<file path="src/xlat_params.svh">
// Offsets, field positions, reset values and counts of the translation unit
// What this block does
// - Unit clock divided by 1, 2, 4, 8
// - Divider resets to divide by one
// - Global shutoff bit stops unit clock
// - Autogating stops clock only while idle
// - Walker enabled locks load, base, lock writes
// - One fault interrupt, cause in register
// - Fault interrupt is a held level
// - Accept DSP requests, compare tag with TLB
// - Hit with permission: translate, swap, forward
// - Walker off, miss or denial: fault, stall
// - After clear, redo whole lookup
// - Walker on, miss: fetch, load, then check
// - Denial after refill: fault and stall
// - Staged tag and page written at victim
// - Soft reset clears valid, keeps pointers
// - Hardware reset: direct map, no checks
// - Permission 0x, none; 10 read; 11 all
// - Fault captures faulting virtual address
`ifndef XLAT_PARAMS_SVH
`define XLAT_PARAMS_SVH
`define OFS_CTRL     8'h08
`define OFS_FADDR_H  8'h0C
`define OFS_FADDR_L  8'h10
`define OFS_FCAUSE   8'h14
`define OFS_IACK     8'h18
`define OFS_TBASE_H  8'h1C
`define OFS_TBASE_L  8'h20
`define OFS_LOCK     8'h24
`define OFS_TLBLD    8'h28
`define OFS_TAG_H    8'h2C
`define OFS_TAG_L    8'h30
`define OFS_XL_H     8'h34
`define OFS_XL_L     8'h38
`define OFS_IDLE     8'h54
`define OFS_CLKCTL   8'h58
`define CTL_RUN      0
`define CTL_XEN      1
`define CTL_WEN      2
`define IDLE_OFF     0
`define IDLE_AUTO    1
`define CAUSE_MISS   0
`define CAUSE_XFLT   1
`define CAUSE_PERM   2
`define TAG_V        2
`define TAG_P        3
`define XL_AP_HI     9
`define XL_AP_LO     8
`define LOCK_BASE_LO 8
`define DIV_RST      2'h0
`define AP_RW        2'h3
`define DIRECT_HI    8'h00
`define DESC_SECTION 2'h2
`define TLB_DEPTH    16
`define TLB_LAST     4'hF
`endif

</file>
<file path="src/xlat_pkg.sv">
// Types shared by the translation unit modules
package xlat_pkg;
   typedef struct packed {
      logic        we;
      logic [31:0] addr;
      logic [31:0] data;
   } mem_req_type;
   typedef struct packed {
      logic        valid;
      logic        keep;
      logic [19:0] tag;
      logic [19:0] page;
      logic [1:0]  perm;
   } tlb_entry_type;
   typedef enum {st_idle, st_look, st_walk, st_fwd, st_fault} xlat_state_type;
endpackage

</file>
<file path="src/tlb_store.sv">
// Fully associative TLB with flush and one write port
`timescale 1ns/100ps
`include "xlat_params.svh"

module tlb_store
   import xlat_pkg::*;
(
   // Clock and reset
   input  wire logic          clk_i,
   input  wire logic          rst_i,
   // Flush and write
   input  wire logic          flush_i,
   input  wire logic          wr_i,
   input  wire logic [3:0]    wr_idx_i,
   input  wire tlb_entry_type wr_entry_i,
   // Lookup
   input  wire logic [19:0]   tag_i,
   output logic               hit_o,
   output tlb_entry_type      hit_entry_o
);
   tlb_entry_type             mem_q [`TLB_DEPTH];
   logic [`TLB_DEPTH-1:0]     match;

   // Lowest matching index
   function automatic logic [3:0] first_set(input logic [`TLB_DEPTH-1:0] v);
      logic [3:0] r;
      r = 4'h0;
      for (int i = `TLB_DEPTH - 1; i >= 0; i--) begin
         if (v[i]) begin
            r = 4'(i);
         end
      end
      return r;
   endfunction

   // Tag compare for every entry
   for (genvar g = 0; g < `TLB_DEPTH; g++) begin : g_cmp
      assign match[g] = mem_q[g].valid && mem_q[g].tag == tag_i;
   end

   assign hit_o = |match;
   assign hit_entry_o = mem_q[first_set(match)];

   // Entry storage; flush wins over a write
   always_ff @(posedge clk_i) begin
      for (int i = 0; i < `TLB_DEPTH; i++) begin
         if (rst_i || flush_i) begin
            mem_q[i].valid <= 1'b0;
            mem_q[i].keep <= 1'b0;
         end else if (wr_i && wr_idx_i == 4'(i)) begin
            mem_q[i] <= wr_entry_i;
         end
      end
   end
endmodule // tlb_store

</file>
<file path="src/unit_clock_gen.sv">
// Unit clock divider and gating, as a tick in the source clock domain
`timescale 1ns/100ps
`include "xlat_params.svh"

module unit_clock_gen
   import xlat_pkg::*;
(
   // Clock and reset
   input  wire logic       clk_i,
   input  wire logic       rst_i,
   // Controls
   input  wire logic [1:0] div_sel_i,
   input  wire logic       shutoff_i,
   input  wire logic       autogate_i,
   input  wire logic       busy_i,
   // Unit clock tick
   output logic            tick_o
);
   logic [2:0] cnt_q;
   logic [2:0] limit;
   logic       run;

   // Terminal count for ratios 1, 2, 4, 8
   assign limit = 3'((4'h1 << div_sel_i) - 4'h1);
   // Stop on shutoff, or while idle with gating on
   assign run = !shutoff_i && (busy_i || !autogate_i);

   // Divider counter
   always_ff @(posedge clk_i) begin
      if (rst_i || !run || cnt_q >= limit) begin
         cnt_q <= 3'h0;
      end else begin
         cnt_q <= cnt_q + 3'h1;
      end
   end

   // One tick per unit clock period
   always_ff @(posedge clk_i) begin
      if (rst_i) begin
         tick_o <= 1'b0;
      end else begin
         tick_o <= run && cnt_q >= limit;
      end
   end
endmodule // unit_clock_gen

</file>
<file path="src/xlat_unit.sv">
// DSP address translation unit: register slave, lookup, walker, fault
//
// Implementation choices: the Wishbone interface to the registers and the address map.
`timescale 1ns/100ps
`include "xlat_params.svh"

module xlat_unit
   import xlat_pkg::*;
(
   // Clock and reset
   input  wire logic        clk_i,
   input  wire logic        rst_i,
   // Wishbone register slave
   input  wire logic        wb_cyc_i,
   input  wire logic        wb_stb_i,
   input  wire logic        wb_we_i,
   input  wire logic [7:0]  wb_adr_i,
   input  wire logic [3:0]  wb_sel_i,
   input  wire logic [31:0] wb_dat_i,
   output logic      [31:0] wb_dat_o,
   output logic             wb_ack_o,
   // DSP memory port
   input  wire logic        dsp_req_i,
   input  wire mem_req_type dsp_cmd_i,
   output logic             dsp_ack_o,
   output logic      [31:0] dsp_rdata_o,
   // Traffic controller
   output logic             tc_req_o,
   output mem_req_type      tc_cmd_o,
   input  wire logic        tc_ack_i,
   input  wire logic [31:0] tc_rdata_i,
   // Host interrupt
   output logic             translation_fault_interrupt_o
);
   xlat_state_type          st_q;
   xlat_state_type          look_next;
   mem_req_type             va_q;
   tlb_entry_type           hit_entry;
   tlb_entry_type           walk_entry;
   tlb_entry_type           new_entry;
   logic [2:0]              ctrl_q;
   logic [1:0]              idle_q;
   logic [1:0]              div_q;
   logic [31:0]             tbase_q;
   logic [31:0]             tag_stage_q;
   logic [31:0]             xl_stage_q;
   logic [31:0]             fault_addr_q;
   logic [3:0]              vict_q;
   logic [3:0]              base_q;
   logic [2:0]              cause_q;
   logic                    tc_done_q;
   logic [31:0]             tc_data_q;
   logic [2:0]              fault_cause;
   logic [31:0]             phys;
   logic                    tick;
   logic                    hit;
   logic                    wr_acc;
   logic                    lock_ok;
   logic                    soft_rst;
   logic                    busy;
   logic                    host_tlb_wr;
   logic                    walk_tlb_wr;
   logic                    walk_bad;
   logic                    fault_set;
   logic                    iack_wr;
   logic                    fwd_done;

   // Byte order conversion toward the traffic controller
   function automatic logic [31:0] swap32(input logic [31:0] d);
      return {d[7:0], d[15:8], d[23:16], d[31:24]};
   endfunction

   // Byte-lane merge of a write into an old half word
   function automatic logic [15:0] merge(input logic [15:0] o, input logic [15:0] n,
                                         input logic [1:0] s);
      logic [15:0] r;
      r = o;
      for (int b = 0; b < 2; b++) begin
         if (s[b]) begin
            r[b*8 +: 8] = n[b*8 +: 8];
         end
      end
      return r;
   endfunction

   // Permission decode: 10 read only, 11 full, else none
   function automatic logic perm_ok(input logic [1:0] ap, input logic we);
      return we ? (ap == `AP_RW) : ap[1];
   endfunction

   // Bus strobes and state flags
   assign wr_acc = wb_cyc_i && wb_stb_i && wb_we_i && wb_ack_o;
   assign lock_ok = !ctrl_q[`CTL_WEN];
   assign soft_rst = !ctrl_q[`CTL_RUN];
   assign iack_wr = wr_acc && wb_adr_i == `OFS_IACK && wb_sel_i[0] && wb_dat_i[0];
   assign busy = dsp_req_i || st_q != st_idle || tc_req_o;

   // TLB fill sources
   assign host_tlb_wr = wr_acc && wb_adr_i == `OFS_TLBLD && wb_sel_i[0] && wb_dat_i[0]
                        && lock_ok;
   assign walk_bad = tc_data_q[1:0] != `DESC_SECTION;
   assign walk_tlb_wr = tick && st_q == st_walk && tc_done_q && !walk_bad;
   assign walk_entry = '{valid: 1'b1, keep: 1'b0, tag: va_q.addr[31:12],
                         page: {tc_data_q[31:20], va_q.addr[19:12]},
                         perm: tc_data_q[`XL_AP_HI:`XL_AP_LO]};
   assign new_entry = host_tlb_wr ?
                      tlb_entry_type'{valid: tag_stage_q[`TAG_V], keep: tag_stage_q[`TAG_P],
                        tag: tag_stage_q[31:12], page: xl_stage_q[31:12],
                        perm: xl_stage_q[`XL_AP_HI:`XL_AP_LO]} : walk_entry;

   unit_clock_gen u_clk (
      .clk_i      (clk_i),
      .rst_i      (rst_i),
      .div_sel_i  (div_q),
      .shutoff_i  (idle_q[`IDLE_OFF]),
      .autogate_i (idle_q[`IDLE_AUTO]),
      .busy_i     (busy),
      .tick_o     (tick)
   );

   tlb_store u_tlb (
      .clk_i       (clk_i),
      .rst_i       (rst_i),
      .flush_i     (soft_rst),
      .wr_i        (host_tlb_wr || walk_tlb_wr),
      .wr_idx_i    (vict_q),
      .wr_entry_i  (new_entry),
      .tag_i       (va_q.addr[31:12]),
      .hit_o       (hit),
      .hit_entry_o (hit_entry)
   );

   // Lookup decision for the held request
   always_comb begin
      look_next = st_fault;
      fault_cause = 3'h0;
      phys = {`DIRECT_HI, va_q.addr[23:0]};
      if (!ctrl_q[`CTL_XEN]) begin
         look_next = st_fwd;
      end else if (hit && perm_ok(hit_entry.perm, va_q.we)) begin
         look_next = st_fwd;
         phys = {hit_entry.page, va_q.addr[11:0]};
      end else if (hit) begin
         fault_cause[`CAUSE_PERM] = 1'b1;
      end else if (ctrl_q[`CTL_WEN]) begin
         look_next = st_walk;
      end else begin
         fault_cause[`CAUSE_MISS] = 1'b1;
      end
   end

   assign fault_set = tick && ((st_q == st_look && look_next == st_fault)
                               || (st_q == st_walk && tc_done_q && walk_bad));
   assign fwd_done = tick && st_q == st_fwd && tc_done_q;

   // Translation state machine, stepped by the unit clock tick
   always_ff @(posedge clk_i) begin
      if (rst_i) begin
         st_q <= st_idle;
         va_q <= '0;
      end else if (tick) begin
         case (st_q)
            st_idle: begin
               if (dsp_req_i && !dsp_ack_o) begin
                  va_q <= dsp_cmd_i;
                  st_q <= st_look;
               end
            end
            st_look: st_q <= look_next;
            st_walk: begin
               if (tc_done_q) begin
                  st_q <= walk_bad ? st_fault : st_look;
               end
            end
            st_fwd: begin
               if (tc_done_q) begin
                  st_q <= st_idle;
               end
            end
            st_fault: begin
               if (!translation_fault_interrupt_o) begin
                  st_q <= st_look;
               end
            end
            default: st_q <= st_idle;
         endcase
      end
   end

   // Traffic controller request, held until acknowledged
   always_ff @(posedge clk_i) begin
      if (rst_i) begin
         tc_req_o <= 1'b0;
         tc_cmd_o <= '0;
      end else if (tc_ack_i) begin
         tc_req_o <= 1'b0;
      end else if (tick && st_q == st_look && look_next != st_fault) begin
         tc_req_o <= 1'b1;
         tc_cmd_o.we <= look_next == st_fwd && va_q.we;
         tc_cmd_o.addr <= look_next == st_fwd ? phys
                          : {tbase_q[31:14], va_q.addr[31:20], 2'b00};
         tc_cmd_o.data <= swap32(va_q.data);
      end
   end

   // Answer capture; a new answer wins over consumption
   always_ff @(posedge clk_i) begin
      if (rst_i) begin
         tc_done_q <= 1'b0;
         tc_data_q <= 32'h0;
      end else if (tc_ack_i) begin
         tc_done_q <= 1'b1;
         tc_data_q <= tc_rdata_i;
      end else if (tick && tc_done_q) begin
         tc_done_q <= 1'b0;
      end
   end

   // DSP port answer; absent while stalled
   always_ff @(posedge clk_i) begin
      if (rst_i) begin
         dsp_ack_o <= 1'b0;
         dsp_rdata_o <= 32'h0;
      end else begin
         dsp_ack_o <= fwd_done;
         if (fwd_done) begin
            dsp_rdata_o <= swap32(tc_data_q);
         end
      end
   end

   // Fault level, cause and address; raise wins over clear
   always_ff @(posedge clk_i) begin
      if (rst_i) begin
         translation_fault_interrupt_o <= 1'b0;
         cause_q <= 3'h0;
         fault_addr_q <= 32'h0;
      end else if (fault_set) begin
         translation_fault_interrupt_o <= 1'b1;
         cause_q <= st_q == st_walk ? 3'h1 << `CAUSE_XFLT : fault_cause;
         fault_addr_q <= va_q.addr;
      end else if (iack_wr || soft_rst) begin
         translation_fault_interrupt_o <= 1'b0;
      end
   end

   // Control, idle control and divider registers
   always_ff @(posedge clk_i) begin
      if (rst_i) begin
         ctrl_q <= 3'h0;
         idle_q <= 2'h0;
         div_q <= `DIV_RST;
      end else if (wr_acc && wb_sel_i[0]) begin
         if (wb_adr_i == `OFS_CTRL) ctrl_q <= wb_dat_i[2:0];
         if (wb_adr_i == `OFS_IDLE) idle_q <= wb_dat_i[1:0];
         if (wb_adr_i == `OFS_CLKCTL) div_q <= wb_dat_i[1:0];
      end
   end

   // Victim and base pointers; untouched by soft reset
   always_ff @(posedge clk_i) begin
      if (rst_i) begin
         vict_q <= 4'h0;
         base_q <= 4'h0;
      end else if (wr_acc && wb_adr_i == `OFS_LOCK && lock_ok) begin
         if (wb_sel_i[0]) vict_q <= wb_dat_i[3:0];
         if (wb_sel_i[1]) base_q <= wb_dat_i[`LOCK_BASE_LO +: 4];
      end else if (walk_tlb_wr) begin
         vict_q <= vict_q == `TLB_LAST ? base_q : vict_q + 4'h1;
      end
   end

   // Table base and staging registers
   always_ff @(posedge clk_i) begin
      if (rst_i) begin
         tbase_q <= 32'h0;
         tag_stage_q <= 32'h0;
         xl_stage_q <= 32'h0;
      end else if (wr_acc) begin
         case (wb_adr_i)
            `OFS_TBASE_H: if (lock_ok) tbase_q[31:16] <= merge(tbase_q[31:16],
                                       wb_dat_i[15:0], wb_sel_i[1:0]);
            `OFS_TBASE_L: if (lock_ok) tbase_q[15:0] <= merge(tbase_q[15:0],
                                       wb_dat_i[15:0], wb_sel_i[1:0]);
            `OFS_TAG_H: tag_stage_q[31:16] <= merge(tag_stage_q[31:16], wb_dat_i[15:0],
                                                    wb_sel_i[1:0]);
            `OFS_TAG_L: tag_stage_q[15:0] <= merge(tag_stage_q[15:0], wb_dat_i[15:0],
                                                   wb_sel_i[1:0]);
            `OFS_XL_H: xl_stage_q[31:16] <= merge(xl_stage_q[31:16], wb_dat_i[15:0],
                                                  wb_sel_i[1:0]);
            `OFS_XL_L: xl_stage_q[15:0] <= merge(xl_stage_q[15:0], wb_dat_i[15:0],
                                                 wb_sel_i[1:0]);
            default: tbase_q <= tbase_q;
         endcase
      end
   end

   // Bus answer one cycle after the strobe, read data with it
   always_ff @(posedge clk_i) begin
      if (rst_i) begin
         wb_ack_o <= 1'b0;
         wb_dat_o <= 32'h0;
      end else begin
         wb_ack_o <= wb_cyc_i && wb_stb_i && !wb_ack_o;
         case (wb_adr_i)
            `OFS_CTRL:    wb_dat_o <= {29'h0, ctrl_q};
            `OFS_FADDR_H: wb_dat_o <= {16'h0, fault_addr_q[31:16]};
            `OFS_FADDR_L: wb_dat_o <= {16'h0, fault_addr_q[15:0]};
            `OFS_FCAUSE:  wb_dat_o <= {29'h0, cause_q};
            `OFS_TBASE_H: wb_dat_o <= {16'h0, tbase_q[31:16]};
            `OFS_TBASE_L: wb_dat_o <= {16'h0, tbase_q[15:0]};
            `OFS_LOCK:    wb_dat_o <= {20'h0, base_q, 4'h0, vict_q};
            `OFS_TAG_H:   wb_dat_o <= {16'h0, tag_stage_q[31:16]};
            `OFS_TAG_L:   wb_dat_o <= {16'h0, tag_stage_q[15:0]};
            `OFS_XL_H:    wb_dat_o <= {16'h0, xl_stage_q[31:16]};
            `OFS_XL_L:    wb_dat_o <= {16'h0, xl_stage_q[15:0]};
            `OFS_IDLE:    wb_dat_o <= {30'h0, idle_q};
            `OFS_CLKCTL:  wb_dat_o <= {30'h0, div_q};
            default:      wb_dat_o <= 32'h0;
         endcase
      end
   end
endmodule // xlat_unit
</file>
<file path="config.mk">
export PLATFORM = sky130hd
export DESIGN_NAME = xlat_unit
export DESIGN_NICKNAME = d
export VERILOG_FILES = /design/src/xlat_pkg.sv /design/src/tlb_store.sv /design/src/unit_clock_gen.sv /design/src/xlat_unit.sv
export VERILOG_INCLUDE_DIRS = /design/src /design/src/src
export SDC_FILE = /design/constraint.sdc
export NUM_CORES = 2
export LEC_CHECK = 0
export BUFFER_PORTS_ARGS = -buffer_cell sky130_fd_sc_hd__clkbuf_2
export CAP_MARGIN = 20
export CORE_AREA = 2 2 337 339
export DETAILED_ROUTE_END_ITERATION = 8
export DIE_AREA = 0 0 339 341
export PLACE_DENSITY = 0.64
export SYNTH_ARGS = -nofsm -noshare
export SYNTH_HDL_FRONTEND = slang
export SYNTH_SLANG_ARGS = --single-unit
export TNS_END_PERCENT = 1
</file>
<file path="constraint.sdc">
create_clock -name clk_i -period 4.3 [get_ports clk_i]
set_input_delay 1.075 -clock clk_i [delete_from_list [all_inputs] [get_ports clk_i]]
set_output_delay 1.075 -clock clk_i [all_outputs]
set_load 0.005 [all_outputs]
</file>
==> flow_metrics.tcl <==
set metrics [dict create \
    postLayoutCellArea_sq_um 54900 \
    finalCritPeriodShare_pct 109 \
    async_flop_share_pct 0 \
    clockBufferDepth 3 \
    dp_slack_ns -0.553 \
    root_buffer "clkbuf_16" \
    cp_max_fo 10 \
    finClkSkew_ns 0.0319 \
    rsz0062_at_grt "true" \
    cts_sinks 1056 \
    synth_edf_count 688 \
    slew_violations 0 \
    num_rows 123 \
    ios 281 \
    r2r_slack_ns -0.37 \
    area_growth_pct 23.5 \
    required_ns 4.86 \
    dieArea_sq_um 116000 \
    pwr-share-comb_pct 6.0 \
    grt_overflow 0 \
    maxCapViolations 0 \
    hold_path.class "flop to flop" \
    fp.dieW_microns 339 \
    hold_viol_final 0 \
    cts_hold_buf 0 \
    slew_headroom_pct 34.8 \
    ant_nets 0 \
    status "finished, violations left" \
    violations "setup timing" \
    htreeDepth 3 \
    antenna_found_initial 9 \
    placed_area_sq_um 50200 \
    holdPathStages 2 \
    viasPerCell 5.63 \
    drt_first_pass_iters 8 \
    power.share.sequential_pct 51.0 \
    leakage_nw 19.5 \
    io_buffers 246 \
    wirelength_microns 143000 \
    wl_per_cell_microns 24.8 \
    yosys.area.top_type "edfxtp_1" \
    ir_worst_vdd_uv 319 \
    finalWorstSetupSlack_ns -0.371 \
    avgSynthCellArea_sq_um 12.2 \
    initial_core_util_pct 39.8 \
    worstPathArrival_ns 5.23 \
    route.detailed.drc 0 \
    fp.dieH_microns 341 \
    synth_cells 3654 \
    r2r_end "tc_cmd_o[48]" \
    grt_pass1_wl_microns 205000 \
    cts_buffers 105 \
    ys_seq_area_share_pct 63.0 \
    intPower_mw 16.6 \
    fin_util_pct 49.1 \
    synth_warnings 0 \
    dp.cells 5554 \
    ys_ff_latch 1056 \
    netlist_area_sq_um 44500 \
    nNetsFinal 4332 \
    place_congestion 0.946 \
    grt_usage_pct 23.8 \
    cts_tree "yes" \
    worstMarginPinSlew_ns 0.978 \
    dpl.hpwl_microns 95700 \
    drtIter0Drc 3986 \
    grt_pass1_vias 30600 \
    worst_hold_slack_ns 0.452 \
    clk_latency_ns 0.69 \
    stdcell_count 5776 \
    final.setup.tns_ns -24.00 \
    grt_max_degree 201 \
    synth_top_area_share_pct 46.4 \
    core_sq_um 112000 \
    setup_violations 101 \
    ys_types 86 \
    p_per_area_nw_per_um2 391 \
    dr_total_vias 32500 \
    p_switching_mw 4.82 \
    r2r_cells 17 \
    clk_pin_slew_worst_paths_ns 0.06 \
    r2r-start "va_q[63]" \
    swShare_pct 22.5 \
    fmax_mhz 214 \
    layout_min_cycle_time_ns 4.67 \
    power.total_mw 21.5 \
    synth_flop_cell "edfxtp_1" \
    min_from "tc_data_q[11]" \
    worstHoldEndpoint "dsp_rdata_o[19]" \
    p_clk_share_pct 43.0 \
    synthTopCellsByArea "edfxtp_1, dfxtp_1, mux2i_1, xnor2_1, nand2_1" \
    end_kind "flop" \
    crit_type "flop to flop" \
    drive_above_1_share_pct 24.6 \
    critPathLaunchType "flop" \
]
worst max-delay path by stage:
stage	startpoint	to
2_1_floorplan	wb_cyc_i	u_tlb.mem_q[15][0]
3_3_place_gp	va_q[53]	tc_cmd_o[48]
3_5_place_dp	va_q[53]	tc_cmd_o[49]
4_1_cts	va_q[54]	tc_cmd_o[48]
5_1_grt	va_q[63]	fault_addr_q[9]
6_report	va_q[63]	tc_cmd_o[48]
metal layers:
metal	share of wire, %	track usage, %
met1	41	32.9
met2	47	38.2
met3	9.1	4.01
met4	2.7	7.13
met5	0.020	0
critical path, stage by stage, from the launching register on:
cell,delay [ns]
dfxtp_1,0.32
buf_12,0.14
buf_12,0.14
xnor2_2,0.18
nand4_1,0.13
or4_4,0.55
nor2_1,0.23
o311ai_2,0.17
a311o_1,0.42
a31oi_4,0.30
a211oi_2,0.09
a2111o_1,0.40
a211o_1,0.38
o2111ai_4,0.22
nand3_4,0.20
buf_6,0.24
a211o_1,0.27
o211a_1,0.14
cell usage after synthesis, types with 7 or more instances:
library cell  instances
edfxtp_1            688
nand2_1             493
dfxtp_1             368
xnor2_1             266
mux2i_1             245
a21oi_1             223
nor2_1              167
nand3_1             162
clkbuf_1            151
nand4_1             116
a22oi_1              69
mux2_2               54
xor2_1               52
buf_2                45
nor2b_1              45
a211oi_1             40
nor4_1               40
a31oi_1              32
o211ai_1             29
buf_4                24
nor3_1               23
o21ai_0              23
a221oi_1             22
a22o_1               17
inv_1                14
nor3b_1              14
and3_1               13
buf_1                13
a211o_1              12
and4_1               12
or2_2                12
o211a_1              10
nand2b_1              9
nor4b_1               9
a222oi_1              8
a311oi_1              8
buf_6                 8
ha_1                  8
or3_1                 8
or4_1                 8
o41ai_2               7
kinds of logic after synthesis:
group,synth area share [%]
and+or+nand+nor,12.3
DFF,63.0
AOI/OAI and AO/OA,8.53
xor gates and xnor gates,6.37
muxes,6.91
buffers and inverters,2.62
adders and majority gates,0.225
other,0.00843
registers in the layout (all words and copies together), names as in the netlist, 4 cells and up:
signal and cells:
dsp_rdata_o 32, fault_addr_q 32, u_tlb.mem_q 688, tc_data_q 32, tag_stage_q 32, vict_q 4
xl_stage_q 32, base_q 4, tbase_q 32, wb_dat_o 16, tc_cmd_o 65, va_q 65
power by group through the flow:
| stage | combinational (mW) | sequential [mW] | clock [mW] |
|---|---|---|---|
| 6_report | 1.28 | 10.9 | 9.23 |
| 3_3_place_gp | 1.18 | 11.2 | 0 |
| 4_1_cts | 1.22 | 10.9 | 9.32 |
| 2_1_floorplan | 0.614 | 11.1 | 0 |
| 5_1_grt | 1.35 | 10.9 | 9.68 |
| 3_5_place_dp | 1.20 | 11.2 | 0 |
area by class of cell:
type / instances / area (sq um)
multi-input combinational: 2357 / 16400
fill: 9662 / 57000
clock inverter: 40 / 400
antenna: 8 / 20.0
sequential: 1056 / 28100
inverter: 15 / 56.3
tap: 1500 / 1880
timing repair buffer: 641 / 5040
clock buffer: 159 / 3070
placed cells by master (no fill, tap or decap), drive strengths merged, types with 13 or more instances in the layout:
master  netlist  routed
nand2       495     495
nand4       116     116
nor3         24      24
xor2         52      52
and3         13      13
nor2b        45      45
buf          90     394
clkinv        1      30
nor2        167     167
mux2i       245     245
a221oi       22      22
clkbuf      151     406
xnor2       269     269
o211ai       29      29
nor3b        14      14
o21ai        25      25
edfxtp      688     688
conb          1      16
a31oi        33      33
a21oi       223     223
inv          14      17
dfxtp       368     368
or2          13      13
nor4         40      40
a22oi        69      69
nand3       162     162
a211oi       41      41
mux2         55      55
a22o         17      17
what timing repair did:
| action | CTS | global route |
|---|---|---|
| buffers inserted | 2 | 10 |
| setup endpoints to repair | 105 | 105 |
| gates resized for setup | 85 | 98 |
| endpoints found under the hold margin | 0 | 0 |
| pin swaps | 20 | 53 |
| gates cloned | 0 | 3 |
Power figures use the tool's default switching activity.
